$ cat src/verilog/pirq_pkg.sv
// constants shared by the peripheral request flag block
// assumes a single system clock and byte-wide register port
// Behaviour
// - timer-4 event sets bit 0, sticky
// - flags set regardless of enable bits
// - register c at 0x8F, eight flags
// - port-1 collision sets bit 7
// - port-1 event sets bit 6
// - rx2 flag mirrors receive buffer non-empty
// - tx2 flag mirrors transmit buffer empty
// - rx1 flag mirrors receive buffer non-empty
// - tx1 flag mirrors transmit buffer empty
// - tx flags ignore shift-out completion
// - logic cells 4/3 set bits 1/0
// - register d at 0x90, six flags
// - zero-cross sets bit 5
// - adc threshold sets bit 4
// - adc done sets bit 3
// - comparator 1 sets bit 2
// - port-2 collision sets bit 1
// - port-2 event sets bit 0
package pirq_pkg;
  localparam logic [7:0] PIRQ_OFF_FLAGS_B = 8'h8E;
  localparam logic [7:0] PIRQ_OFF_FLAGS_C = 8'h8F;
  localparam logic [7:0] PIRQ_OFF_FLAGS_D = 8'h90;
  localparam logic [7:0] PIRQ_OFF_IRQ_STAT = 8'hA0;
  localparam logic [7:0] PIRQ_OFF_IRQ_MASK = 8'hA1;
  localparam logic [7:0] PIRQ_RST_FLAGS = 8'h00;
  localparam logic [7:0] PIRQ_RW_MASK_C = 8'hC3;
  localparam logic [7:0] PIRQ_RW_MASK_D = 8'h3F;
  localparam logic [7:0] PIRQ_RW_MASK_B = 8'h01;
  localparam int PIRQ_BIT_TIMER4 = 0;
  localparam int PIRQ_BIT_TX1 = 2;
  localparam int PIRQ_BIT_RX1 = 3;
  localparam int PIRQ_BIT_TX2 = 4;
  localparam int PIRQ_BIT_RX2 = 5;
endpackage

$ cat src/verilog/pirq_sync.sv
// two-flop synchroniser for a bus of pin-level inputs
// assumes inputs may come from outside the clock domain
`timescale 1ns/1ns
module pirq_sync #(
  parameter int WIDTH = 8
) (
  input wire logic clk,
  input wire logic resetn,
  input wire logic [WIDTH-1:0] din,
  output logic [WIDTH-1:0] dout
);
  logic [WIDTH-1:0] meta_q;
  always_ff @(posedge clk or negedge resetn) begin
    if (!resetn) begin
      meta_q <= '0;
      dout <= '0;
    end else begin
      meta_q <= din;
      dout <= meta_q;
    end
  end
endmodule

$ cat src/verilog/pirq_flag.sv
// one sticky hardware-set, software-writable flag bit
// assumes set and write are single-cycle on the system clock
`timescale 1ns/1ns
module pirq_flag (
  input wire logic clk,
  input wire logic resetn,
  input wire logic set_i,
  input wire logic wr_i,
  input wire logic wdata_i,
  output logic flag_o
);
  logic flag_d;
  assign flag_d = set_i | (wr_i ? wdata_i : flag_o);
  always_ff @(posedge clk or negedge resetn) begin
    if (!resetn) begin
      flag_o <= 1'b0;
    end else begin
      flag_o <= flag_d;
    end
  end
endmodule

$ cat src/verilog/pirq_top.sv
// peripheral request flag registers c and d, plus timer-4 flag
// assumes event inputs are one-cycle pulses on CLK, buffer levels too
//
// The implementer's own choice: strobed register access.
`timescale 1ns/1ns
module pirq_top
  import pirq_pkg::*;
(
  input wire logic CLK,
  input wire logic RESETN,
  input wire logic [7:0] ADDR,
  input wire logic [7:0] WDATA,
  input wire logic WR,
  input wire logic RD,
  output logic [7:0] RDATA,
  input wire logic TIMER4_EVT,
  input wire logic SPORT1_COLL_EVT,
  input wire logic SPORT1_EVT,
  input wire logic LCELL4_EVT,
  input wire logic LCELL3_EVT,
  input wire logic ZERO_CROSS_EVT,
  input wire logic ADC_THRESH_EVT,
  input wire logic ADC_DONE_EVT,
  input wire logic COMP1_EVT,
  input wire logic SPORT2_COLL_EVT,
  input wire logic SPORT2_EVT,
  input wire logic RX1_NOT_EMPTY,
  input wire logic TX1_BUF_EMPTY,
  input wire logic RX2_NOT_EMPTY,
  input wire logic TX2_BUF_EMPTY,
  input wire logic TX1_SHIFT_EMPTY,
  input wire logic TX2_SHIFT_EMPTY,
  output logic IRQ
);
  // ****************************************
  // decode
  // ****************************************
  // register offsets
  logic wr_b, wr_c, wr_d, wr_mask;
  logic rd_stat;
  assign wr_b = WR && (ADDR == PIRQ_OFF_FLAGS_B);
  assign wr_c = WR && (ADDR == PIRQ_OFF_FLAGS_C);
  assign wr_d = WR && (ADDR == PIRQ_OFF_FLAGS_D);
  assign wr_mask = WR && (ADDR == PIRQ_OFF_IRQ_MASK);
  assign rd_stat = RD && (ADDR == PIRQ_OFF_IRQ_STAT);

  // ****************************************
  // hardware set sources
  // ****************************************
  logic [7:0] set_b, set_c, set_d;
  logic [7:0] flags_b, flags_c, flags_d;
  assign set_b = {7'h00, TIMER4_EVT};
  assign set_c = {SPORT1_COLL_EVT, SPORT1_EVT, 4'h0, LCELL4_EVT, LCELL3_EVT};
  assign set_d = {2'b00, ZERO_CROSS_EVT, ADC_THRESH_EVT, ADC_DONE_EVT,
                  COMP1_EVT, SPORT2_COLL_EVT, SPORT2_EVT};

  // ****************************************
  // sticky flags
  // ****************************************
  // no enable gating on set
  genvar gi;
  generate
    for (gi = 0; gi < 8; gi++) begin : g_flag
      if (PIRQ_RW_MASK_B[gi]) begin : g_b
        pirq_flag u_b (.clk(CLK), .resetn(RESETN), .set_i(set_b[gi]), .wr_i(wr_b),
                       .wdata_i(WDATA[gi]), .flag_o(flags_b[gi]));
      end else begin : g_nb
        assign flags_b[gi] = 1'b0;
      end
      if (PIRQ_RW_MASK_C[gi]) begin : g_c
        pirq_flag u_c (.clk(CLK), .resetn(RESETN), .set_i(set_c[gi]), .wr_i(wr_c),
                       .wdata_i(WDATA[gi]), .flag_o(flags_c[gi]));
      end
      if (PIRQ_RW_MASK_D[gi]) begin : g_d
        pirq_flag u_d (.clk(CLK), .resetn(RESETN), .set_i(set_d[gi]), .wr_i(wr_d),
                       .wdata_i(WDATA[gi]), .flag_o(flags_d[gi]));
      end else begin : g_nd
        assign flags_d[gi] = 1'b0;
      end
    end
  endgenerate

  // ****************************************
  // serial buffer mirrors
  // ****************************************
  // shift-empty levels feed only a check: tx flags must not follow them
  logic [1:0] shift_empty;
  pirq_sync #(
    .WIDTH(2)
  ) u_pirq_sync (
    .clk(CLK),
    .resetn(RESETN),
    .din({TX2_SHIFT_EMPTY, TX1_SHIFT_EMPTY}),
    .dout(shift_empty)
  );
  logic [3:0] buf_lvl;
  assign buf_lvl = {RX2_NOT_EMPTY, TX2_BUF_EMPTY, RX1_NOT_EMPTY, TX1_BUF_EMPTY};
  assign flags_c[PIRQ_BIT_TX1] = buf_lvl[0];
  assign flags_c[PIRQ_BIT_RX1] = buf_lvl[1];
  assign flags_c[PIRQ_BIT_TX2] = buf_lvl[2];
  assign flags_c[PIRQ_BIT_RX2] = buf_lvl[3];

  // ****************************************
  // interrupt status and mask
  // ****************************************
  // status bit0 timer4, 1 reg c any, 2 reg d any; sticky until read
  logic [2:0] stat_q, stat_d, evt;
  logic [2:0] mask_q;
  assign evt = {|set_d, |set_c, set_b[0]};
  // read clears, a same-cycle event still lands
  assign stat_d = (rd_stat ? 3'h0 : stat_q) | evt;
  always_ff @(posedge CLK or negedge RESETN) begin
    if (!RESETN) begin
      stat_q <= PIRQ_RST_FLAGS[2:0];
      mask_q <= PIRQ_RST_FLAGS[2:0];
    end else begin
      stat_q <= stat_d;
      if (wr_mask) mask_q <= WDATA[2:0];
    end
  end
  assign IRQ = |(stat_q & mask_q);

  // ****************************************
  // read port
  // ****************************************
  logic [7:0] rsel;
  assign rsel = (ADDR == PIRQ_OFF_FLAGS_B) ? flags_b :
                (ADDR == PIRQ_OFF_FLAGS_C) ? flags_c :
                (ADDR == PIRQ_OFF_FLAGS_D) ? flags_d :
                (ADDR == PIRQ_OFF_IRQ_STAT) ? {5'h00, stat_q} :
                (ADDR == PIRQ_OFF_IRQ_MASK) ? {5'h00, mask_q} : 8'h00;
  always_ff @(posedge CLK or negedge RESETN) begin
    if (!RESETN) begin
      RDATA <= PIRQ_RST_FLAGS;
    end else begin
      RDATA <= RD ? rsel : 8'h00;
    end
  end

  // ****************************************
  // checks
  // ****************************************
  timer4_sets_a: assert property (@(posedge CLK) disable iff (!RESETN)
    TIMER4_EVT |=> flags_b[PIRQ_BIT_TIMER4]) else $error("timer4 flag not set");
  sticky_c_a: assert property (@(posedge CLK) disable iff (!RESETN)
    flags_c[7] && !wr_c |=> flags_c[7]) else $error("collision flag lost");
  port1_evt_a: assert property (@(posedge CLK) disable iff (!RESETN)
    SPORT1_EVT |=> flags_c[6]) else $error("port1 flag not set");
  rx2_mirror_a: assert property (@(posedge CLK) disable iff (!RESETN)
    flags_c[PIRQ_BIT_RX2] == RX2_NOT_EMPTY) else $error("rx2 mirror wrong");
  tx1_mirror_a: assert property (@(posedge CLK) disable iff (!RESETN)
    flags_c[PIRQ_BIT_TX1] == TX1_BUF_EMPTY) else $error("tx1 mirror wrong");
  d_upper_zero_a: assert property (@(posedge CLK) disable iff (!RESETN)
    flags_d[7:6] == 2'b00) else $error("unimplemented bits set");
  zero_cross_a: assert property (@(posedge CLK) disable iff (!RESETN)
    ZERO_CROSS_EVT |=> flags_d[5]) else $error("zero cross flag not set");
  set_wins_a: assert property (@(posedge CLK) disable iff (!RESETN)
    wr_d && !WDATA[0] && SPORT2_EVT |=> flags_d[0]) else $error("set lost to clear");
  irq_level_a: assert property (@(posedge CLK) disable iff (!RESETN)
    ADC_DONE_EVT && mask_q[2] && !wr_mask |=> IRQ) else $error("irq missing");

  // ****************************************
  // flag and status checks
  // ****************************************
  timer4_sticky_a: assert property (@(posedge CLK) disable iff (!RESETN)
    flags_b[PIRQ_BIT_TIMER4] && !wr_b |=> flags_b[PIRQ_BIT_TIMER4])
    else $error("timer4 flag lost");
  event_status_a: assert property (@(posedge CLK) disable iff (!RESETN)
    (|set_c) |=> stat_q[1])
    else $error("status bit not set");
  status_clear_a: assert property (@(posedge CLK) disable iff (!RESETN)
    rd_stat && !(|evt) |=> stat_q == 3'h0)
    else $error("status not cleared by read");
  irq_masked_a: assert property (@(posedge CLK) disable iff (!RESETN)
    mask_q == 3'h0 |-> !IRQ)
    else $error("irq while all masked");
  c_write_a: assert property (@(posedge CLK) disable iff (!RESETN)
    wr_c && !(|set_c) |=> (flags_c & PIRQ_RW_MASK_C) == ($past(WDATA) & PIRQ_RW_MASK_C))
    else $error("register c write not stored");
  rdata_idle_a: assert property (@(posedge CLK) disable iff (!RESETN)
    !RD |=> RDATA == 8'h00)
    else $error("read data without strobe");
  port1_coll_a: assert property (@(posedge CLK) disable iff (!RESETN)
    SPORT1_COLL_EVT |=> flags_c[7])
    else $error("port1 collision flag not set");
  port1_sticky_a: assert property (@(posedge CLK) disable iff (!RESETN)
    flags_c[6] && !wr_c |=> flags_c[6])
    else $error("port1 event flag lost");
  tx2_mirror_a: assert property (@(posedge CLK) disable iff (!RESETN)
    flags_c[PIRQ_BIT_TX2] == TX2_BUF_EMPTY)
    else $error("tx2 mirror wrong");
  rx1_mirror_a: assert property (@(posedge CLK) disable iff (!RESETN)
    flags_c[PIRQ_BIT_RX1] == RX1_NOT_EMPTY)
    else $error("rx1 mirror wrong");
  shift_ignored_a: assert property (@(posedge CLK) disable iff (!RESETN)
    (|shift_empty) |-> flags_c[PIRQ_BIT_TX1] == TX1_BUF_EMPTY &&
    flags_c[PIRQ_BIT_TX2] == TX2_BUF_EMPTY)
    else $error("tx flag follows shift-out");
  cell4_sets_a: assert property (@(posedge CLK) disable iff (!RESETN)
    LCELL4_EVT |=> flags_c[1])
    else $error("logic cell 4 flag not set");
  cell3_sets_a: assert property (@(posedge CLK) disable iff (!RESETN)
    LCELL3_EVT |=> flags_c[0])
    else $error("logic cell 3 flag not set");
  d_write_a: assert property (@(posedge CLK) disable iff (!RESETN)
    wr_d && !(|set_d) |=> flags_d == ($past(WDATA) & PIRQ_RW_MASK_D))
    else $error("register d write not stored");
  zero_sticky_a: assert property (@(posedge CLK) disable iff (!RESETN)
    flags_d[5] && !wr_d |=> flags_d[5])
    else $error("zero cross flag lost");
  adc_thresh_a: assert property (@(posedge CLK) disable iff (!RESETN)
    ADC_THRESH_EVT |=> flags_d[4])
    else $error("adc threshold flag not set");
  adc_done_a: assert property (@(posedge CLK) disable iff (!RESETN)
    ADC_DONE_EVT |=> flags_d[3])
    else $error("adc done flag not set");
  comp1_sets_a: assert property (@(posedge CLK) disable iff (!RESETN)
    COMP1_EVT |=> flags_d[2])
    else $error("comparator flag not set");
  port2_coll_a: assert property (@(posedge CLK) disable iff (!RESETN)
    SPORT2_COLL_EVT |=> flags_d[1])
    else $error("port2 collision flag not set");
  port2_evt_a: assert property (@(posedge CLK) disable iff (!RESETN)
    SPORT2_EVT |=> flags_d[0])
    else $error("port2 event flag not set");
endmodule

$ cat config.mk
export PLATFORM = sky130hd
export DESIGN_NAME = pirq_top
export DESIGN_NICKNAME = d
export VERILOG_FILES = /design/src/verilog/pirq_pkg.sv /design/src/verilog/pirq_sync.sv /design/src/verilog/pirq_flag.sv /design/src/verilog/pirq_top.sv
export SDC_FILE = /design/constraint.sdc
export NUM_CORES = 1
export LEC_CHECK = 0
export ABC_CLOCK_PERIOD_IN_PS = 3250
export BUFFER_PORTS_ARGS = -buffer_cell sky130_fd_sc_hd__buf_2
export CAP_MARGIN = 20
export CORE_ASPECT_RATIO = 1.4
export CORE_MARGIN = 1
export CORE_UTILIZATION = 50
export CTS_CLUSTER_SIZE = 25
export DETAILED_ROUTE_END_ITERATION = 8
export PLACE_DENSITY = 0.9
export SETUP_SLACK_MARGIN = 0.15
export SLEW_MARGIN = 20
export SYNTH_ARGS = -nofsm -noshare
export SYNTH_HDL_FRONTEND = slang
export SYNTH_SLANG_ARGS = --single-unit
export TNS_END_PERCENT = 30
$ cat constraint.sdc
create_clock -name CLK -period 3.25 [get_ports CLK]
set_input_delay 0.4875 -clock CLK [delete_from_list [all_inputs] [get_ports CLK]]
set_output_delay 0.4875 -clock CLK [all_outputs]
set_load 0.02 [all_outputs]
# == After elaboration in Yosys (flattened, before gate mapping) ==
# Cells that the tools add are included.
# word_totals
regBits,25
in_bits,37
output_inout_bits,9
elab_cells,58
# classes
eq_ne,5
mux,18
bitwise_logic,13
n_reduce_logical,8
# ops
operator,n
$eq A8 B8 Y1 const B,5
$mux W8,3
$mux W1,11
$or A1 B1 Y1,11
$mux W3,3
$mux W6,1
$reduce_or A6 Y1,1
$logic_and A1 B1 Y1,5
$reduce_or A4 Y1,1
$and A3 B3 Y3,1
$or A3 B3 Y3,1
$reduce_or A3 Y1,1

# == Logic depth before layout (Yosys ltp) ==
# Gate-level depths: netlist (run 1).
# depth
ltp_word,7
depth_mapped,5
ltp_nobuf,4

# == Hierarchy ==
# Synthesis (run 1) repeated with hierarchy kept, for this count alone.
# unflattened
hier_cells,101
area_unflattened_um2,1209.9
# modules_own_cells
mod,instances,cells_each,area_per_inst_um2,seq_area_each_um2
pirq_top,1,68,769.5,350.3
pirq_flag,11,3,40.0,25.0

# == Worst setup path before layout (run 1) ==
# OpenSTA, ideal clock, no wires.
# synth_timing
path_type,input -> register
from,input ADDR[6]
to,register mask_q[0]
setup_ps,128
arrival_time_ps,1385
t_required_ps,3122
slack_ps,1737
path_stages,4
path_buffers,0
path_cell_list,and4bb_2 > and3_4 > nand2_1 > mux2_1
# synth_between
elab_chain_len,2
# synth_lines
item,line_no,text
"start, declared",pirq_top.sv:11,"input wire logic [7:0] ADDR,"
$eq A8 B8 Y1,pirq_top.sv:44,assign wr_mask = WR && (ADDR == PIRQ_OFF_IRQ_MASK);
$logic_and A1 B1 Y1,pirq_top.sv:44,
"end signal, assigned",pirq_top.sv:115,mask_q <= PIRQ_RST_FLAGS[2:0];
"end signal, assigned",pirq_top.sv:118,if (wr_mask) mask_q <= WDATA[2:0];
"end, declared",pirq_top.sv:108,logic [2:0] mask_q;
# No other way between the ends.
# A chain may end at the register's enable or synchronous reset.

# == Worst setup path after layout (run 1) ==
# layout_timing
from,register mask_q[2]
to,output IRQ
# layout_between
elab_chain_len,2
# layout_lines
item,line_no,text
$and A3 B3 Y3,pirq_top.sv:121,assign IRQ = |(stat_q & mask_q);
$reduce_or A3 Y1,pirq_top.sv:121,
"end, declared",pirq_top.sv:33,output logic IRQ
# No other way between the ends.

==> results.toml, run 1 <==
[outcome]
outcome = "finished clean"

[placed_design]
place_ws_ps = 1470
hpwl_mm = 2.20
routabilityCongestion = 0.848
port_buffers = 43
dpl.cell_count = 196

[floorplanning]
die_width_um = 44.6
io_pins = 46
core_area_sq_um = 2390
die-area_sq_um = 2750
die_h_um = 61.6
start_util = 0.531
rows = 21

[grt]
busiest_layer = "met2"
grt_pass1_wl_mm = 4.73
met3_usage = 0.0352
grt_pass1_vias = 1107
grt_max_degree = 26
antenna_found_initial = 0
grt_usage = 0.238
met1_usage = 0.284
grt_overflow = 0
grt_use_met2 = 0.410

[synthesis]
synth_enable_flop_cells = 0
ys_async_sr_fraction = 1.00
syn_nets = 158
ys_types = 35
synth_top_area_cell = "dfrtp_1"
netlist_area_sq_um = 1270
yosys_warnings = 0
synth.area.top_cells = "dfrtp_1 49%, nand2_1 4.4%, nand3b_1 4.1%, nand3_1 3.9%, nor4_4 3.3%"
syn_inst = 121
avgSynthCellArea_sq_um = 10.5
synth-main-ff-cell = "dfrtp_1"
ys_seq_area_frac = 0.493
ys_seq_elements = 25
synth_top_area_frac = 0.493

[flow_run]
cap_violations = 0

[sta]
setup_ws_ps = 1450
hold_slack_ps = 123
fmax_mhz = 554
fin_crit_sh = 0.555
min_period_ps = 1800
tns_ps = 0
slew_viol_final = 0
worst_pin_slew_ps = 548
finalSetupViolCount = 0
hold_viol = 0
rsz0062_at_grt = "no"
slew_headroom = 0.634
clock_skew_ps = 1.76

[pwr]
p_per_area_nw_per_um2 = 342
p_leak_nw = 0.751
ir_drop_uv = 207

[cts]
htree_levels = 1
cts_resized = 0
cts_tree = "yes"
clk_path_buf_depth = 2
clk_latency_ps = 320
clk_pin_slew_ps = 140
cts_root_buf = "clkbuf_4"
clock_sinks = 25
cts_setup_buffers = 0
cts_made_buffers = 3
cts_hold_buf = 0

[routing]
drt_iter0_drc = 31
wire_per_inst_um = 14.2
postRouteAntennaNets = 0
num_vias = 1139
via_per_inst = 5.70
drt-pass1-iter-count = 4
finalWirelength_mm = 2.84
drc = 0

[worst_setup_path]
critPathSlowestCell = "dfrtp_1"
critPathLaunchType = "flop"
path_buf_inv = 2
path_delay_family = "flip-flops"
cp_max_fo = 3
worstSetupPathType = "flop to output pin"
slowest_delay_ps = 430
cp.required_ps = 2760
cp.arrival_ps = 1320
path_cells = "a222oi_1, inv_1, buf_2"
worstSetupEndpointType = "output pin"

[final_layout]
syn_to_final_growth_pct = 21.4
mostFrequentLayoutCells = "43 x buf_2, 25 x dfrtp_1, 15 x nand2_1"
utilization = 0.645
drive_gt1_frac = 0.373
final_cells = 200
nets = 204
antennaDiodeCount = 0
final_common_cell = "buf_2"

[min_path]
hp-class = "input pin to async pin"
-- layer usage --
| layer | wire length, um | part of all wire |
|---|---|---|
| met5 | 0 | 0 |
| met4 | 82 | 0.029 |
| met3 | 150 | 0.053 |
| met2 | 1520 | 0.54 |
| met1 | 1080 | 0.38 |
-- final cells by class --
cell class,instances,area (sq um)
multi-input cells,86,598
clock inverters,1,7.51
repair buffers,43,215
inverters,8,30.0
well taps,34,42.5
clock buffers,3,22.5
flip-flops and latches,25,626
fillers,192,850
-- cells by family after synthesis --
family,count (synthesis),synth area share
multiplexers,5,0.0433
AND/OR/NAND/NOR,57,0.303
AO/OA/AOI/OAI,24,0.124
buffers and inverters,10,0.0364
flip-flops,25,0.493
-- metrics by stage --
stage	power, W	instance area [sq um]
floorplan	0.000347	1270
global placement	0.000385	1510
detailed placement	0.000388	1510
CTS	0.000529	1540
global route	0.000549	1540
finish	0.000527	1540
-- where the power goes --
part           internal, W  total (W)  switching (W)
registers         0.000314   0.000315     0.00000183
clock network    0.0000471   0.000144      0.0000971
logic            0.0000287  0.0000672      0.0000385
-- final timing paths --
kind / startpoint / to / slack [ps] / cells past startpoint
worst max-delay path: mask_q[2] / IRQ / 1450 / 3
worst min-delay path: RESETN / g_flag[7].g_c.u_c.flag_o / 120 / 1
worst max register to register: g_flag[0].g_c.u_c.flag_o / RDATA[0] / 2080 / 4
worst min register to register: g_flag[5].g_d.u_d.flag_o / g_flag[5].g_d.u_d.flag_o / 530 / 2
max in group asynchronous: RESETN / stat_q[0] / 2770 / 1
min in group CLK: SPORT2_COLL_EVT / stat_q[2] / 360 / 3
-- synth_stat cells (2+ instances only) --
library cell / number
and3_2: 2
nor4_4: 2
o21ai_0: 6
nand3b_1: 7
and4bb_2: 2
nand2_1: 15
inv_1: 7
dfrtp_1: 25
a22o_1: 2
a21oi_1: 6
nand3_1: 10
a221oi_1: 2
nor4_1: 2
nor2_1: 7
mux2_2: 3
nor3_1: 2
a22oi_1: 3
-- state kept, by name, indices dropped and copies added, names as in the netlist --
| register | count |
|---|---|
| RDATA | 8 |
| g_flag.g_d.u_d.flag_o | 6 |
| g_flag.g_c.u_c.flag_o | 4 |
| mask_q | 3 |
| stat_q | 3 |
| g_flag.g_b.u_b.flag_o | 1 |
Power figures use the tool's default switching activity.
==> run 2, diff against run 1 <==
--- a/config.mk
+++ b/config.mk
@@ -5,15 +5,16 @@
 export SDC_FILE = /design/constraint.sdc
 export NUM_CORES = 1
 export LEC_CHECK = 0
-export ABC_CLOCK_PERIOD_IN_PS = 3250
+export ABC_AREA = 1
+export ABC_CLOCK_PERIOD_IN_PS = 1500
 export BUFFER_PORTS_ARGS = -buffer_cell sky130_fd_sc_hd__buf_2
 export CAP_MARGIN = 20
 export CORE_ASPECT_RATIO = 1.4
 export CORE_MARGIN = 1
-export CORE_UTILIZATION = 50
+export CORE_UTILIZATION = 44
 export CTS_CLUSTER_SIZE = 25
 export DETAILED_ROUTE_END_ITERATION = 8
-export PLACE_DENSITY = 0.9
+export PLACE_DENSITY = 0.84
 export SETUP_SLACK_MARGIN = 0.15
 export SLEW_MARGIN = 20
 export SYNTH_ARGS = -nofsm -noshare
==> constraint.sdc (replaced) <==
create_clock -name CLK -period 1.5 [get_ports CLK]
set_input_delay 0.225 -clock CLK [delete_from_list [all_inputs] [get_ports CLK]]
set_output_delay 0.225 -clock CLK [all_outputs]
set_load 0.02 [all_outputs]
==> results.toml, run 2 <==
[final_layout]
final_common_cell = "nand2_1"
drive_gt1_frac = 0.281
reg_top3 = "RDATA (8), g_flag.g_d.u_d.flag_o (6), g_flag.g_c.u_c.flag_o (4)"
mostFrequentLayoutCells = "45 x nand2_1, 42 x buf_2, 26 x inv_1"
fillers = 263
syn_to_final_growth_pct = 24.2
design_area_sq_um = 1610
largest_reg_flops = 8
nets = 259
antennaDiodeCount = 0
largest-register = "RDATA"

[sta]
fmax_mhz = 767
slew_viol_final = 0
tns_ps = 0
slew_headroom = 0.636
rsz0062_at_grt = "yes"
finalSetupViolCount = 0
fin_crit_sh = 0.869
min_period_ps = 1300
hold_viol = 0
setup_ws_ps = 196
worst_pin_slew_ps = 546
clock_skew_ps = 6.07

[cts]
htree_levels = 1
cts_tree = "yes"
clk_latency_ps = 310
clock_sinks = 25
cts_root_buf = "clkbuf_4"
clk_path_buf_depth = 2
clk_pin_slew_ps = 130
cts_made_buffers = 3

[routing]
wire_per_inst_um = 10.5
drc = 0
via_per_inst = 4.88
num_vias = 1255
drt-pass1-iter-count = 4
postRouteAntennaNets = 0
drt_iter0_drc = 29
finalWirelength_mm = 2.70

[synthesis]
post-synth-top-count-cell = "nand2_1"
yosys.area_share.simple = 0.371
synth_top_area_frac = 0.484
synth_compound_area_frac = 0.0610
syn_inst = 172
synth_top_area_cell = "dfrtp_1"
synth_common_cells = "45 x nand2_1, 26 x inv_1, 25 x dfrtp_1"
yosys_warnings = 0
synthAdderAreaFrac = 0
synthXorXnorAreaFrac = 0
synth_top_family_by_area = "simple AND/OR/NAND/NOR gates"
ys_types = 17
synth.area.top_cells = "dfrtp_1 48%, nand2_1 13%, nand3_1 8.5%, inv_1 7.6%, nor2_1 5.5%"
synth_enable_flop_cells = 0
avgSynthCellArea_sq_um = 7.51
syn_nets = 209
ys_seq_area_frac = 0.484
ys_seq_elements = 25
ys_async_sr_fraction = 1.00
synth-main-ff-cell = "dfrtp_1"
netlist_area_sq_um = 1290
synthMuxAreaShare = 0

[worst_setup_path]
worstSetupPathType = "flop to output pin"
cp_max_fo = 3
critPathLaunchType = "flop"
critPathSlowestCell = "dfrtp_1"
path_delay_family = "flip-flops"
cp.arrival_ps = 1080
path_buf_inv = 1
cp.required_ps = 1270
slowest_delay_ps = 430
path_cells = "nand2_1, o221ai_2, buf_4"
worstSetupEndpointType = "output pin"
r2r_setup_slack_ps = 570

[floorplanning]
die_h_um = 66.1
die-area_sq_um = 3160
rows = 22
die_width_um = 47.8
start_util = 0.479
core_area_sq_um = 2700
io_pins = 46

[placed_design]
hpwl_mm = 2.19
placed_cell_area_sq_um = 1550
routabilityCongestion = 0.858
place_ws_ps = 147
port_buffers = 43

[pwr]
p_leak_nw = 0.884
p_per_area_nw_per_um2 = 692
p_clk_frac = 0.262
p_switching_w = 0.000271
p_comb_frac = 0.121
swShare = 0.244
internal_power_w = 0.000839
ir_drop_uv = 461
pwr-share-seq = 0.617
power.total_w = 0.00111

[grt]
grt_overflow = 0
grt_pass1_vias = 1146
grt_usage = 0.201
grt_max_degree = 26
antenna_found_initial = 0
grt_pass1_wl_mm = 4.60

[flow_run]
cap_violations = 0

[outcome]
outcome = "finished clean"

[min_path]
hp-class = "input pin to flop"
run 2: cell count changes in the layout (fill, tap and decap cells not counted), sizes merged, moves of 6 or more:
cell,previous run,this run
nand2,15,50
o21ai,6,12
nand3b,7,0
nor2,8,25
nand3,10,22
inv,8,27
run 2: worst paths after layout:
| check | start | endpoint | cells past startpoint |
|---|---|---|---|
| min in group asynchronous | RESETN | stat_q[0] | 2 |
| min | ZERO_CROSS_EVT | g_flag[5].g_d.u_d.flag_o | 3 |
| min reg2reg | g_flag[5].g_d.u_d.flag_o | g_flag[5].g_d.u_d.flag_o | 2 |
| max reg2reg | mask_q[2] | RDATA[2] | 5 |
| max in group asynchronous | RESETN | g_flag[1].g_c.u_c.flag_o | 2 |
| max | stat_q[0] | IRQ | 3 |
run 2: logic make-up (layout without fill, tap and decap cells):
kind of cell | after synthesis | count (layout)
AO/OA/AOI/OAI | 15 | 15
flip-flops | 25 | 25
AND/OR/NAND/NOR | 104 | 104
buffers and inverters | 28 | 77
run 2: power by group through the flow:
stage	sequential [W]	clock (W)	combinational (W)
3_5_place_dp	0.000698	0	0.000129
2_1_floorplan	0.000698	0	0.0000485
6_report	0.000685	0.000291	0.000134
5_1_grt	0.000686	0.000329	0.000153
4_1_cts	0.000685	0.000300	0.000132
3_3_place_gp	0.000697	0	0.000126
run 2: final cells by class:
type	count	area, sq um	share of cell area
Tap cell	36	45.0	0.0281
Timing Repair Buffer	46	243	0.151
Sequential cell	25	626	0.390
Multi-Input combinational cell	119	564	0.352
Clock buffer	4	26.3	0.0164
Inverter	27	101	0.0631
run 2: timing repair:
action                                  4_1_cts  5_1_grt
hold buffers                                  1        0
endpoints found under the setup margin        0        1
hold endpoints to repair                     25        0
gates resized for setup                       0        2
setup buffers                                 0        1
run 2: metal layers:
metal  vias up  track usage  routed length (um)
li1        639            -                   -
met1       579        0.257                1110
met2        33        0.343                1450
met3         4       0.0164                 108
met4         0       0.0660                  38
met5         -            0                   0
run 2: worst register-to-register path, delay by kind of cell (launching register included):
kind / cells / cell delay (ps)
buffers and inverters: 1 / 130
DFF: 1 / 400
and+or+nand+nor: 3 / 230
AOI/OAI and AO/OA: 1 / 70
run 2: metrics by stage:
step                hold slack (ps)  instances  utilization
floorplan                     -70.6        172            -
global route                    102        257        0.595
global placement                235        251        0.576
CTS                             105        256        0.589
finish                          110        257        0.595
detailed placement              242        251        0.576
